`config.mk`:
```
export PLATFORM = sky130hd
export DESIGN_NAME = output_rate_and_sdo_timing_regs
export DESIGN_NICKNAME = d
export VERILOG_FILES = /design/src/rate_timing_pkg.sv /design/src/output_rate_and_sdo_timing_regs.sv
export VERILOG_INCLUDE_DIRS = /design/src
export SDC_FILE = /design/constraint.sdc
export NUM_CORES = 1
export LEC_CHECK = 0
export BUFFER_PORTS_ARGS = -buffer_cell sky130_fd_sc_hd__buf_4
export CORE_ASPECT_RATIO = 0.9
export CORE_MARGIN = 4
export CORE_UTILIZATION = 55
export CTS_BUF_LIST = sky130_fd_sc_hd__clkbuf_8
export CTS_CLUSTER_DIAMETER = 80
export DETAILED_ROUTE_END_ITERATION = 6
export PLACE_DENSITY = 0.77
export SLEW_MARGIN = 20
export SYNTH_ARGS = -nofsm -noshare
export SYNTH_HDL_FRONTEND = slang
export SYNTH_SLANG_ARGS = --single-unit
```
`constraint.sdc`:
```
create_clock -name clk -period 4.6 [get_ports clk]
set_input_delay 0.23 -clock clk [delete_from_list [all_inputs] [get_ports clk]]
set_output_delay 0.23 -clock clk [all_outputs]
set_load 0.05 [all_outputs]
```
`src/rate_timing_defs.svh`:
```
/*
  Constants for the output rate and serial output timing register pair.
  Assumes it is included by bare name from the design file.
*/
`ifndef RATE_TIMING_DEFS_SVH
`define RATE_TIMING_DEFS_SVH

`define TIMING_ADDR 7'h04
`define RATE_ADDR 7'h02
`define TIMING_RESET 8'h9F
`define RATE_RESET 8'h00
`define EDGE_BIT 7
`define MODE_ZERO_A 4'hF
`define MODE_ZERO_B 4'hE
`define MODE_TEST_HI 4'hC
`define MODE_TEST_LO 4'hA
`define NOCLK_HI 4'hE
`define NOCLK_LO 4'hA
`define RATE_FULL 4'h0
`define CNT_ZERO 5'h00
`define CNT_ONE 5'h01
`define ADDR_LAST 5'h07
`define DATA_FIRST 5'h08
`define FRAME_LAST 5'h0F
`define FRAME_END 5'h10

`endif

```
`src/rate_timing_pkg.sv`:
```
/*
  Types shared by the register pair: SPI pin bundle and rate register layout.
  Assumes nothing beyond a SystemVerilog compiler.
*/
package rate_timing_pkg;

  typedef struct packed {
    logic sclk;
    logic cs_n;
    logic sdi;
  } spi_in_t;

  typedef struct packed {
    logic [3:0] out_mode;
    logic [3:0] clk_rate;
  } rate_reg_t;

endpackage

```
`src/output_rate_and_sdo_timing_regs.sv`:
```
/*
  SPI-reached register pair: output data / clock rate control and serial
  output timing. Assumes SPI pins are asynchronous to clk and that clk runs
  well above four times the serial clock, since pins are oversampled.
*/
// Notes on behaviour
// - Upper nibble 1111/1110 forces data to zero
// - Test codes 1100-1010 undefined; host avoids them
// - Lower nibble acts only with independent enable
// - Lower codes 1110-1010 turn clock output off
// - Edge select: one falling, zero rising launch
`timescale 1ns/100ps
`include "rate_timing_defs.svh"

module output_rate_and_sdo_timing_regs
  import rate_timing_pkg::*;
#(
  parameter int DATA_W = 16
)
(
  input wire logic clk,
  input wire logic reset_n,
  input wire logic sclk,
  input wire logic cs_n,
  input wire logic sdi,
  input wire logic independent_rate_clock_enable,
  input wire logic [DATA_W-1:0] adc_data,
  output logic sdo,
  output logic sdo_oe,
  output logic [DATA_W-1:0] out_data,
  output logic data_clock_output_pair_en,
  output logic [3:0] clk_rate_sel,
  output logic serial_out_edge_select
);

  // Data path must be wide enough for at least one byte lane
  if (DATA_W < 8 || DATA_W > 32)
  begin : g_bad_width
    $error("DATA_W out of range");
  end

  function automatic logic in_range(input logic [3:0] v, input logic [3:0] lo,
                                    input logic [3:0] hi);
    in_range = (v >= lo) && (v <= hi);
  endfunction

  // Reset release through two flops
  logic [1:0] rst_q;
  logic rst_n;
  always_ff @(posedge clk or negedge reset_n)
  begin
    if (!reset_n)
      rst_q <= 2'b00;
    else
      rst_q <= {rst_q[0], 1'b1};
  end
  assign rst_n = rst_q[1];

  // Pin synchroniser; s1 is read only by s2, s3 keeps edge history
  spi_in_t s1_q, s2_q, s3_q, pin_in;
  assign pin_in = '{sclk: sclk, cs_n: cs_n, sdi: sdi};
  always_ff @(posedge clk or negedge rst_n)
  begin
    if (!rst_n)
    begin
      s1_q <= '{sclk: 1'b0, cs_n: 1'b1, sdi: 1'b0};
      s2_q <= '{sclk: 1'b0, cs_n: 1'b1, sdi: 1'b0};
      s3_q <= '{sclk: 1'b0, cs_n: 1'b1, sdi: 1'b0};
    end
    else
    begin
      s1_q <= pin_in;
      s2_q <= s1_q;
      s3_q <= s2_q;
    end
  end

  logic rise, fall, sel;
  assign rise = s2_q.sclk & ~s3_q.sclk;
  assign fall = ~s2_q.sclk & s3_q.sclk;
  assign sel = ~s2_q.cs_n;

  // Serial engine and register state
  logic [4:0] cnt_q, cnt_d;
  logic [15:0] shift_q, shift_d;
  logic rd_q, rd_d;
  logic [6:0] addr_q, addr_d;
  logic [7:0] tx_q, tx_d;
  logic sdo_q, sdo_d;
  logic oe_q, oe_d;
  logic [7:0] timing_q, timing_d;
  rate_reg_t rate_q, rate_d;

  always_comb
  begin
    cnt_d = cnt_q;
    shift_d = shift_q;
    rd_d = rd_q;
    addr_d = addr_q;
    tx_d = tx_q;
    sdo_d = sdo_q;
    oe_d = oe_q;
    timing_d = timing_q;
    rate_d = rate_q;
    if (!sel)
    begin
      cnt_d = `CNT_ZERO;
      oe_d = 1'b0;
    end
    else
    begin
      // Shift in on rising edges; extra bits past the frame are ignored
      if (rise && cnt_q < `FRAME_END)
      begin
        shift_d = {shift_q[14:0], s2_q.sdi};
        cnt_d = cnt_q + `CNT_ONE;
        if (cnt_q == `ADDR_LAST)
        begin
          rd_d = shift_d[7];
          addr_d = shift_d[6:0];
          oe_d = shift_d[7];
          // Read data snapshot taken once the address is known
          if (shift_d[6:0] == `TIMING_ADDR)
            tx_d = timing_q;
          else if (shift_d[6:0] == `RATE_ADDR)
            tx_d = rate_q;
          else
            tx_d = 8'h00;
          // Rising-launch mode puts the first data bit out at once
          if (!timing_q[`EDGE_BIT])
          begin
            sdo_d = tx_d[7];
            tx_d = {tx_d[6:0], 1'b0};
          end
        end
        else if (cnt_q >= `DATA_FIRST && !timing_q[`EDGE_BIT] && cnt_q < `FRAME_LAST)
        begin
          sdo_d = tx_q[7];
          tx_d = {tx_q[6:0], 1'b0};
        end
        // Whole byte in before anything is stored
        if (cnt_q == `FRAME_LAST && !rd_q)
        begin
          if (addr_q == `TIMING_ADDR)
            timing_d = shift_d[7:0];
          else if (addr_q == `RATE_ADDR)
            rate_d = shift_d[7:0];
        end
      end
      // Falling-launch mode shifts out between the sampling edges
      if (fall && timing_q[`EDGE_BIT] && cnt_q >= `DATA_FIRST && cnt_q <= `FRAME_LAST)
      begin
        sdo_d = tx_q[7];
        tx_d = {tx_q[6:0], 1'b0};
      end
    end
  end

  always_ff @(posedge clk or negedge rst_n)
  begin
    if (!rst_n)
    begin
      cnt_q <= `CNT_ZERO;
      shift_q <= 16'h0000;
      rd_q <= 1'b0;
      addr_q <= 7'h00;
      tx_q <= 8'h00;
      sdo_q <= 1'b0;
      oe_q <= 1'b0;
      timing_q <= `TIMING_RESET;
      rate_q <= `RATE_RESET;
    end
    else
    begin
      cnt_q <= cnt_d;
      shift_q <= shift_d;
      rd_q <= rd_d;
      addr_q <= addr_d;
      tx_q <= tx_d;
      sdo_q <= sdo_d;
      oe_q <= oe_d;
      timing_q <= timing_d;
      rate_q <= rate_d;
    end
  end

  // Output shaping; test codes simply pass data, their result is undefined
  logic [DATA_W-1:0] data_q, data_d;
  logic clk_en_q, clk_en_d;
  logic [3:0] rate_sel_q, rate_sel_d;
  always_comb
  begin
    data_d = adc_data;
    if (rate_q.out_mode == `MODE_ZERO_A || rate_q.out_mode == `MODE_ZERO_B)
      data_d = '0;
    clk_en_d = 1'b1;
    rate_sel_d = `RATE_FULL;
    if (independent_rate_clock_enable)
    begin
      rate_sel_d = rate_q.clk_rate;
      clk_en_d = !in_range(rate_q.clk_rate, `NOCLK_LO, `NOCLK_HI);
    end
  end

  always_ff @(posedge clk or negedge rst_n)
  begin
    if (!rst_n)
    begin
      data_q <= '0;
      clk_en_q <= 1'b1;
      rate_sel_q <= `RATE_FULL;
    end
    else
    begin
      data_q <= data_d;
      clk_en_q <= clk_en_d;
      rate_sel_q <= rate_sel_d;
    end
  end

  assign sdo = sdo_q;
  assign sdo_oe = oe_q;
  assign out_data = data_q;
  assign data_clock_output_pair_en = clk_en_q;
  assign clk_rate_sel = rate_sel_q;
  assign serial_out_edge_select = timing_q[`EDGE_BIT];
endmodule

```
[Word-level counts from Yosys, hierarchy flattened]
Index checks and enable logic that the tools add are counted.
Word-level totals
  bits in writable memories: 0
  input bits: 22
  memories kept: 0
  ROM bits: 0
  register bits: 76
  bits in latches: 0
Operators by class
  magnitude comparators: 6
  div/mod/pow operators: 0
  shift-type cells: 0
  bitwise gates (word level): 6
  equality and inequality tests: 9
  add/subtract/negate cells: 1
  reduce and logical (&&, ||, !) cells: 23
  multipliers: 0
  multiplexer cells: 20
Operators with widths (count)
  8-bit 2-to-1 mux: 7
  16-bit 2-to-1 mux: 1
  7-bit by 2-bit == test with 1-bit output, second input constant: 2
  7-bit by 3-bit == test with 1-bit output, second input constant: 2
  5-bit 2-to-1 mux: 2
  1-bit 2-to-1 mux: 9
  4-bit == test, second input constant: 2
  1-bit logical AND: 8
  4-bit AND reduction: 2
  3-bit AND reduction: 2
  2-bit nonzero test: 3
  5-bit by 1-bit adder with 5-bit output, second input constant: 1
  5-bit by 3-bit == test with 1-bit output, second input constant: 1
  5-bit by 4-bit == test with 1-bit output, second input constant: 1
  5-bit by 4-bit >= comparator with 1-bit output, second input constant: 1
  5-bit by 4-bit <= comparator with 1-bit output, second input constant: 1
  5-bit by 4-bit < comparator with 1-bit output, second input constant: 1
  5-bit < comparator, second input constant: 1
  5-bit AND reduction: 1
  4-bit >= comparator, second input constant: 1
  4-bit <= comparator, second input constant: 1
  4-bit 2-to-1 mux: 1
  1-bit inverter: 4
  2-bit AND reduction: 2
  other kinds (5): 8

[Depth between registers and ports, before layout]
Gate-level depths: netlist of run 1.
  depth in word-level cells: 7
  depth in mapped cells: 8
  mapped depth without buffers: 7

[Worst setup path after synthesis of run 1]
Ideal clock, no wire load.
  path type: flip-flop to flip-flop
  start point: reg timing_q[7]
  end point: reg tx_q[0]
  stages on the path, launching flop included: 5
  setup slack: 2.345 ns
  setup time: 0.125 ns
  buffers on the path: 0
  required time: 4.475 ns
  period minus slack after synthesis: 2.255 ns
  arrival time: 2.131 ns
  path through: dfstp_2 clkinv_1 or3_1 a31oi_2 mux2_2
On the way
  longest elaborated chain between the ends: 5
RTL lines
  start: declaration: line output_rate_and_sdo_timing_regs.sv:91  | logic [7:0] timing_q, timing_d;
  start signal: assignment: line output_rate_and_sdo_timing_regs.sv:170  | timing_q <= `TIMING_RESET;
  start signal: assignment: line output_rate_and_sdo_timing_regs.sv:182  | timing_q <= timing_d;
  1-bit zero test / 1-bit logical AND (equally long branches): line output_rate_and_sdo_timing_regs.sv:136, output_rate_and_sdo_timing_regs.sv:151
  1-bit logical AND, on equally long branches
  1-bit logical AND (no line)
  3-bit nonzero test (no line) / 2-bit nonzero test (equally long branches)
  3-bit AND reduction (no line)
  end signal: assignment: line output_rate_and_sdo_timing_regs.sv:179  | tx_q <= tx_d;
  end: declaration: line output_rate_and_sdo_timing_regs.sv:88  | logic [7:0] tx_q, tx_d;
Parallel ways exist; a longest one is shown, timed or not. The select of a mux whose other input is x is not followed.
A chain may end at the register's enable or synchronous reset.

[Worst setup path after layout of run 1]
  start point: reg cnt_q[0]
  end point: reg timing_q[5]
On the way
  longest elaborated chain between the ends: 3
RTL lines
  start: declaration: line output_rate_and_sdo_timing_regs.sv:84  | logic [4:0] cnt_q, cnt_d;
  start signal: assignment: line output_rate_and_sdo_timing_regs.sv:163  | cnt_q <= `CNT_ZERO;
  start signal: assignment: line output_rate_and_sdo_timing_regs.sv:175  | cnt_q <= cnt_d;
  5-bit < comparator (no line) / 5-bit by 4-bit == test with 1-bit output (equally long branches)
  1-bit logical AND, on equally long branches
  4-bit AND reduction (no line) (*)
Mark *: on every way between the ends. The rest lies on a longest branch, timed or not.

==> results_dict.tcl, run 1 <==
set metrics [dict create \
    synth_cell_types 43 \
    die_w_um 88.3 \
    synthTopCellsByArea "dfrtp_1 53%, mux2_2 11%, dfstp_2 7.4%" \
    synth_top_cell_by_area "dfrtp_1" \
    worstPathArrival_ns 2.70 \
    critPathRequiredTime_ns 4.83 \
    fin_nets 310 \
    clk_latency_ns 0.35 \
    synth_area_um2 3190 \
    fp.dieH_um 80.3 \
    clock-sinks 76 \
    ir_drop_v 0.000302 \
    antenna_found_initial 0 \
    clock_tree.htree_level_count 3 \
    synth_edf_count 0 \
    finClkSkew_ns 0.0106 \
    ys_warn_count 0 \
    period_share_pct 53.7 \
    core_area_um2 5660 \
    cts_tree "done" \
    io_pins 46 \
    numCtsBuffers 9 \
    final_layout_size_suffix_gt1_share_pct 39.0 \
    max_slew_margin_pct 40.5 \
    gp_congestion 0.753 \
    insertedDiodeCount 0 \
    power.internal_mw 1.06 \
    tightest_slew_ns 0.891 \
    seq_area_frac_synth_pct 60.0 \
    cts.clk_slew.worst_paths_ns 0.08 \
    synth_common_cells "67 x dfrtp_1, 30 x mux2_2, 20 x and2_1, 12 x a221oi_1, 12 x nand2_1" \
    crit_type "reg -> reg" \
    vias_per_cell 5.57 \
    p_comb_share_pct 9.4 \
    timing.rr.start "cnt_q[0]" \
    reg2reg_to "timing_q[5]" \
    ys_seq_elements 76 \
    wirelength_mm 5.94 \
    clkPwrFrac_pct 37.9 \
    outcome "completed" \
    cts_resized 0 \
    worstSetupEndpointType "flip-flop" \
    start_util_pct 56.4 \
    postSynth.asyncResetShare_pct 100 \
    fin_setup_tns_ns 0 \
    die_area_um2 7090 \
    synth_top_area_share_pct 52.5 \
    place_hpwl_mm 4.04 \
    slew_viol_final 0 \
    synthFlopType "dfrtp_1" \
    switching_share_pct 26.2 \
    grt_start_max_net_pins 75 \
    rsz0062_at_grt "no" \
    setup_viol 0 \
    dr.pass1.iters 4 \
    grt_overflow_total 0 \
    seqPwrFrac_pct 52.6 \
    syn_avg_cell_area_um2 13.7 \
    wire_per_inst_um 16.5 \
    design_area_um2 3830 \
    synthCells 233 \
    grt_usage_pct 18.3 \
    start_kind "flip-flop" \
    leakage_nw 1.76 \
    drtIter0Drc 125 \
    syn_nets 258 \
    area_growth_pct 19.9 \
    powerDensity_nw_per_um2 376 \
    hold_class "in -> reg" \
    postRouteAntennaNets 0 \
    placed_cell_area_um2 3570 \
    yosysMostFrequentCell "dfrtp_1" \
    min_to "out_data[6]" \
    p_sw_uw 378 \
    timing.fmax_mhz 405 \
    finalHoldViolCount 0 \
    grt_pass1_vias 2032 \
    ff2ff_path_depth 7 \
    clockRootBuffer "clkbuf_8" \
    num-fill-cells 420 \
    cts_buffer_depth 2 \
    path_max_fanout 8 \
    dr_total_vias 2004 \
    io_buffers 45 \
    whs_path_depth 2 \
    drc 0 \
    cts_setup_buffers 0 \
    cap_violations 0 \
    hp-start "adc_data[6]" \
    min_period_ns 2.47 \
    r2r_setup_slack_ns 2.13 \
    grt_pass1_wl_mm 9.79 \
    num_rows 26 \
]
==> power groups by stage <==
stage	Clock [mW]	Sequential, mW	Combinational [mW]
floorplan	0	0.781	0.0627
global placement	0	0.770	0.130
detailed placement	0	0.771	0.133
CTS	0.556	0.758	0.137
global route	0.590	0.766	0.147
finish	0.546	0.758	0.136
==> kinds of logic after synthesis <==
group | share of synthesized area (%)
compound gates | 8.51
fa+ha+maj | 1.18
mux | 14.7
simple gates | 12.4
buf+inv | 2.35
other cells | 0.118
flops | 60.0
xor+xnor | 0.824
==> metrics by stage <==
stage               util (%)  hold slack (ns)  worst slack [ns]  std cells  total power [mW]
floorplan                  -          -0.0656              2.34        233             0.844
global placement        63.0           0.0125              2.19        340             0.900
detailed placement      63.0           0.0135              2.16        340             0.904
CTS                     67.6           0.0669              2.13        360              1.45
global route            67.6           0.0666              2.01        360              1.50
finish                  67.6           0.0821              2.13        360              1.44
==> critical path, cell delays in order (launching register included) <==
cell and delay [ns]:
dfrtp_1 0.41, ha_1 0.22, and3_1 0.16, ha_1 0.16, nor4b_1 0.29, nand3_2 0.12, or3b_1 0.62, mux2_4 0.37
==> registers in the layout (all words and copies together), names as in the netlist <==
| name | count |
|---|---|
| timing_q | 8 |
| cnt_q | 5 |
| shift_q | 7 |
| clk_rate_sel | 4 |
| addr_q | 7 |
| data_clock_output_pair_en | 1 |
| tx_q | 8 |
| rst_q | 2 |
| s2_q | 3 |
| rd_q | 1 |
| s3_q | 1 |
| out_data | 16 |
| s1_q | 3 |
| sdo | 1 |
| sdo_oe | 1 |
| rate_q | 8 |
==> layout by cell type (no fill, tap or decap), drive strengths merged, types with 4 or more instances in the layout <==
cell type	count
clkinv	4
a221oi	12
and2	20
nand2	12
o41ai	6
nand3	6
buf	46
dfrtp	67
dfstp	9
nor2	6
mux2	38
dlygate4sd3	4
inv	5
clkbuf	9
==> routing by layer <==
layer,GRT usage (%),up-vias,routed length [um]
met3,5.03,6,231
met5,0,-,0
met2,28.9,39,3050
met4,6.34,0,36
li1,-,957,-
met1,24.2,1002,2620
==> cell type report <==
| cell class | count | area, um^2 | share of cell area [%] |
|---|---|---|---|
| timing repair buffer | 50 | 385 | 10.1 |
| clock inverter | 7 | 93.8 | 2.45 |
| multi-input combinational | 143 | 1200 | 31.4 |
| sequential | 76 | 1910 | 50.0 |
| tap | 70 | 87.6 | 2.29 |
| inverter | 5 | 18.8 | 0.491 |
| clock buffer | 9 | 124 | 3.24 |
==> how the worst max path moves through the flow <==
stage	startpoint	to	slack [ns]	cells after the start
after floorplan	rst_q[1]	addr_q[0]	2.34	0
final	cnt_q[0]	timing_q[5]	2.13	7
after global placement	cnt_q[0]	timing_q[5]	2.19	7
after global routing	cnt_q[0]	timing_q[6]	2.01	7
after detailed placement	cnt_q[0]	timing_q[5]	2.16	7
after CTS	cnt_q[0]	timing_q[5]	2.13	7
==> what timing repair did <==
item	CTS	global route
hold buffers	4	0
endpoints found under the hold margin	5	0
endpoints found under the setup margin	0	0
No activity file was read; power rests on OpenSTA's default activity.
==> run 2: changes to the inputs <==
--- a/config.mk
+++ b/config.mk
@@ -9,11 +9,11 @@
 export BUFFER_PORTS_ARGS = -buffer_cell sky130_fd_sc_hd__buf_4
 export CORE_ASPECT_RATIO = 0.9
 export CORE_MARGIN = 4
-export CORE_UTILIZATION = 55
+export CORE_UTILIZATION = 53
 export CTS_BUF_LIST = sky130_fd_sc_hd__clkbuf_8
 export CTS_CLUSTER_DIAMETER = 80
 export DETAILED_ROUTE_END_ITERATION = 6
-export PLACE_DENSITY = 0.77
+export PLACE_DENSITY = 0.78
 export SLEW_MARGIN = 20
 export SYNTH_ARGS = -nofsm -noshare
 export SYNTH_HDL_FRONTEND = slang
==> constraint.sdc (replaced) <==
create_clock -name clk -period 2 [get_ports clk]
set_input_delay 0.1 -clock clk [delete_from_list [all_inputs] [get_ports clk]]
set_output_delay 0.1 -clock clk [all_outputs]
set_load 0.05 [all_outputs]
==> run 2 against run 1 <==
  * The run now ends with negative setup slack left
  * Critical endpoint unchanged
  * Power rose by 150%
  * Largest power group unchanged
  * Wire length rose by 21%
  * Sequential share of layout area is 5.5 points lower
  * First-iteration DRC count shrank 5.6%
  * Largest cell class unchanged
==> results_dict.tcl, run 2 (synthesis results as in run 1) <==
set metrics [dict create \
    core_area_um2 5760 \
    finClkSkew_ns 0.0149 \
    dr_total_vias 2213 \
    crit_type "reg -> reg" \
    tightest_slew_ns 0.711 \
    outcome "finished with violations" \
    io_buffers 45 \
    drc 0 \
    worstPathArrival_ns 2.33 \
    dr.pass1.iters 4 \
    grt_overflow_total 0 \
    max_slew_margin_pct 52.5 \
    grt_usage_pct 21.4 \
    place_hpwl_mm 4.57 \
    clock-sinks 76 \
    clock_tree.htree_level_count 3 \
    slew_viol_final 0 \
    path_max_fanout 8 \
    finalPower_mw 3.58 \
    grt_pass1_vias 2310 \
    grt_pass1_wl_mm 12.0 \
    wire_per_inst_um 18.1 \
    fp.dieH_um 81.6 \
    min_period_ns 2.10 \
    die_area_um2 7330 \
    num-fill-cells 355 \
    cap_violations 0 \
    finalHoldViolCount 0 \
    worstSetupEndpointType "flip-flop" \
    powerDensity_nw_per_um2 834 \
    drtIter0Drc 118 \
    numCtsBuffers 9 \
    cts_tree "done" \
    io_pins 46 \
    design_area_um2 4300 \
    fin_nets 348 \
    clk_latency_ns 0.36 \
    clockRootBuffer "clkbuf_8" \
    fin_setup_tns_ns -0.888 \
    gp_congestion 0.812 \
    preCtsSetupSlack_ns -0.159 \
    dp.cells 362 \
    ir_drop_v 0.000734 \
    leakage_nw 1.98 \
    num_rows 26 \
    largest_register_ffs 16 \
    setup_viol 23 \
    area_growth_pct 34.6 \
    rsz0062_at_grt "yes" \
    timing.fmax_mhz 477 \
    instances_no_fill 398 \
    grt_start_max_net_pins 52 \
    cts_buffer_depth 2 \
    final_common_cell "dfrtp_1" \
    hold_class "in -> async" \
    start_kind "flip-flop" \
    placed_cell_area_um2 3810 \
    fin_util_pct 74.6 \
    insertedDiodeCount 0 \
    cts.clk_slew.worst_paths_ns 0.08 \
    final_cell_mix "66 x dfrtp_1, 65 x buf_4, 22 x mux2_2" \
    final_layout_size_suffix_gt1_share_pct 43.6 \
    violations "negative setup slack" \
    period_share_pct 105 \
    postRouteAntennaNets 0 \
    wirelength_mm 7.19 \
    die_w_um 89.8 \
    antenna_found_initial 0 \
    whs_ns 0.0716 \
    finalWorstSetupSlack_ns -0.0982 \
    vias_per_cell 5.56 \
    critPathRequiredTime_ns 2.23 \
    start_util_pct 55.4 \
]
==> run 2: area by class of cell <==
type,count,area (um^2),share of cell area (%)
well taps,70,87.6,2.04
clock buffers,10,138,3.20
flip-flops and latches,76,1910,44.6
repair buffers,88,738,17.2
multi-input cells,143,1290,30.1
clock inverters,6,106,2.48
inverters,5,20.0,0.466
==> run 2: power by group <==
| part | total [mW] | switching, mW | leakage, nW | internal (mW) |
|---|---|---|---|---|
| Sequential | 1.72 | 0.0970 | 0.964 | 1.62 |
| Combinational | 0.465 | 0.263 | 0.885 | 0.202 |
| Clock | 1.40 | 0.541 | 0.129 | 0.856 |
| Total | 3.58 | 0.901 | 1.98 | 2.68 |
==> run 2: repair_timing <==
item / CTS / global route
hold endpoints to repair: 24 / 0
hold buffers: 21 / 0
gates resized for setup: 10 / 3
endpoints found under the setup margin: 24 / 24
buffers inserted: 0 / 0
pin swaps: 0 / 1
==> run 2: final timing paths <==
check,endpoint,slack [ns],from,depth (start not counted)
hold / removal,rst_q[0],0.07,reset_n,2
setup / recovery,timing_q[5],-0.1,cnt_q[0],7
setup reg to reg,timing_q[5],-0.1,cnt_q[0],7
hold reg to reg,shift_q[2],0.25,rst_q[1],0
min in group clk,s2_q[1],0.35,s1_q[1],0
max in group asynchronous,timing_q[1],1.03,rst_q[1],1
==> run 2: per-layer routing <==
metal	GRT usage, %	share of wire, %	vias up	wire, um
li1	-	-	1030	-
met1	26.7	44	1102	3150
met2	36.9	51	63	3640
met3	6.50	4.0	18	291
met4	6.13	1.5	0	110
met5	0	0	-	0
==> run 2: critical path: stages, from the launching register on <==
cell	delay (ns)
dfrtp_1	0.37
ha_2	0.18
and3_4	0.19
ha_4	0.12
nor4b_4	0.19
nand3_2	0.11
or3b_4	0.49
mux2_4	0.34
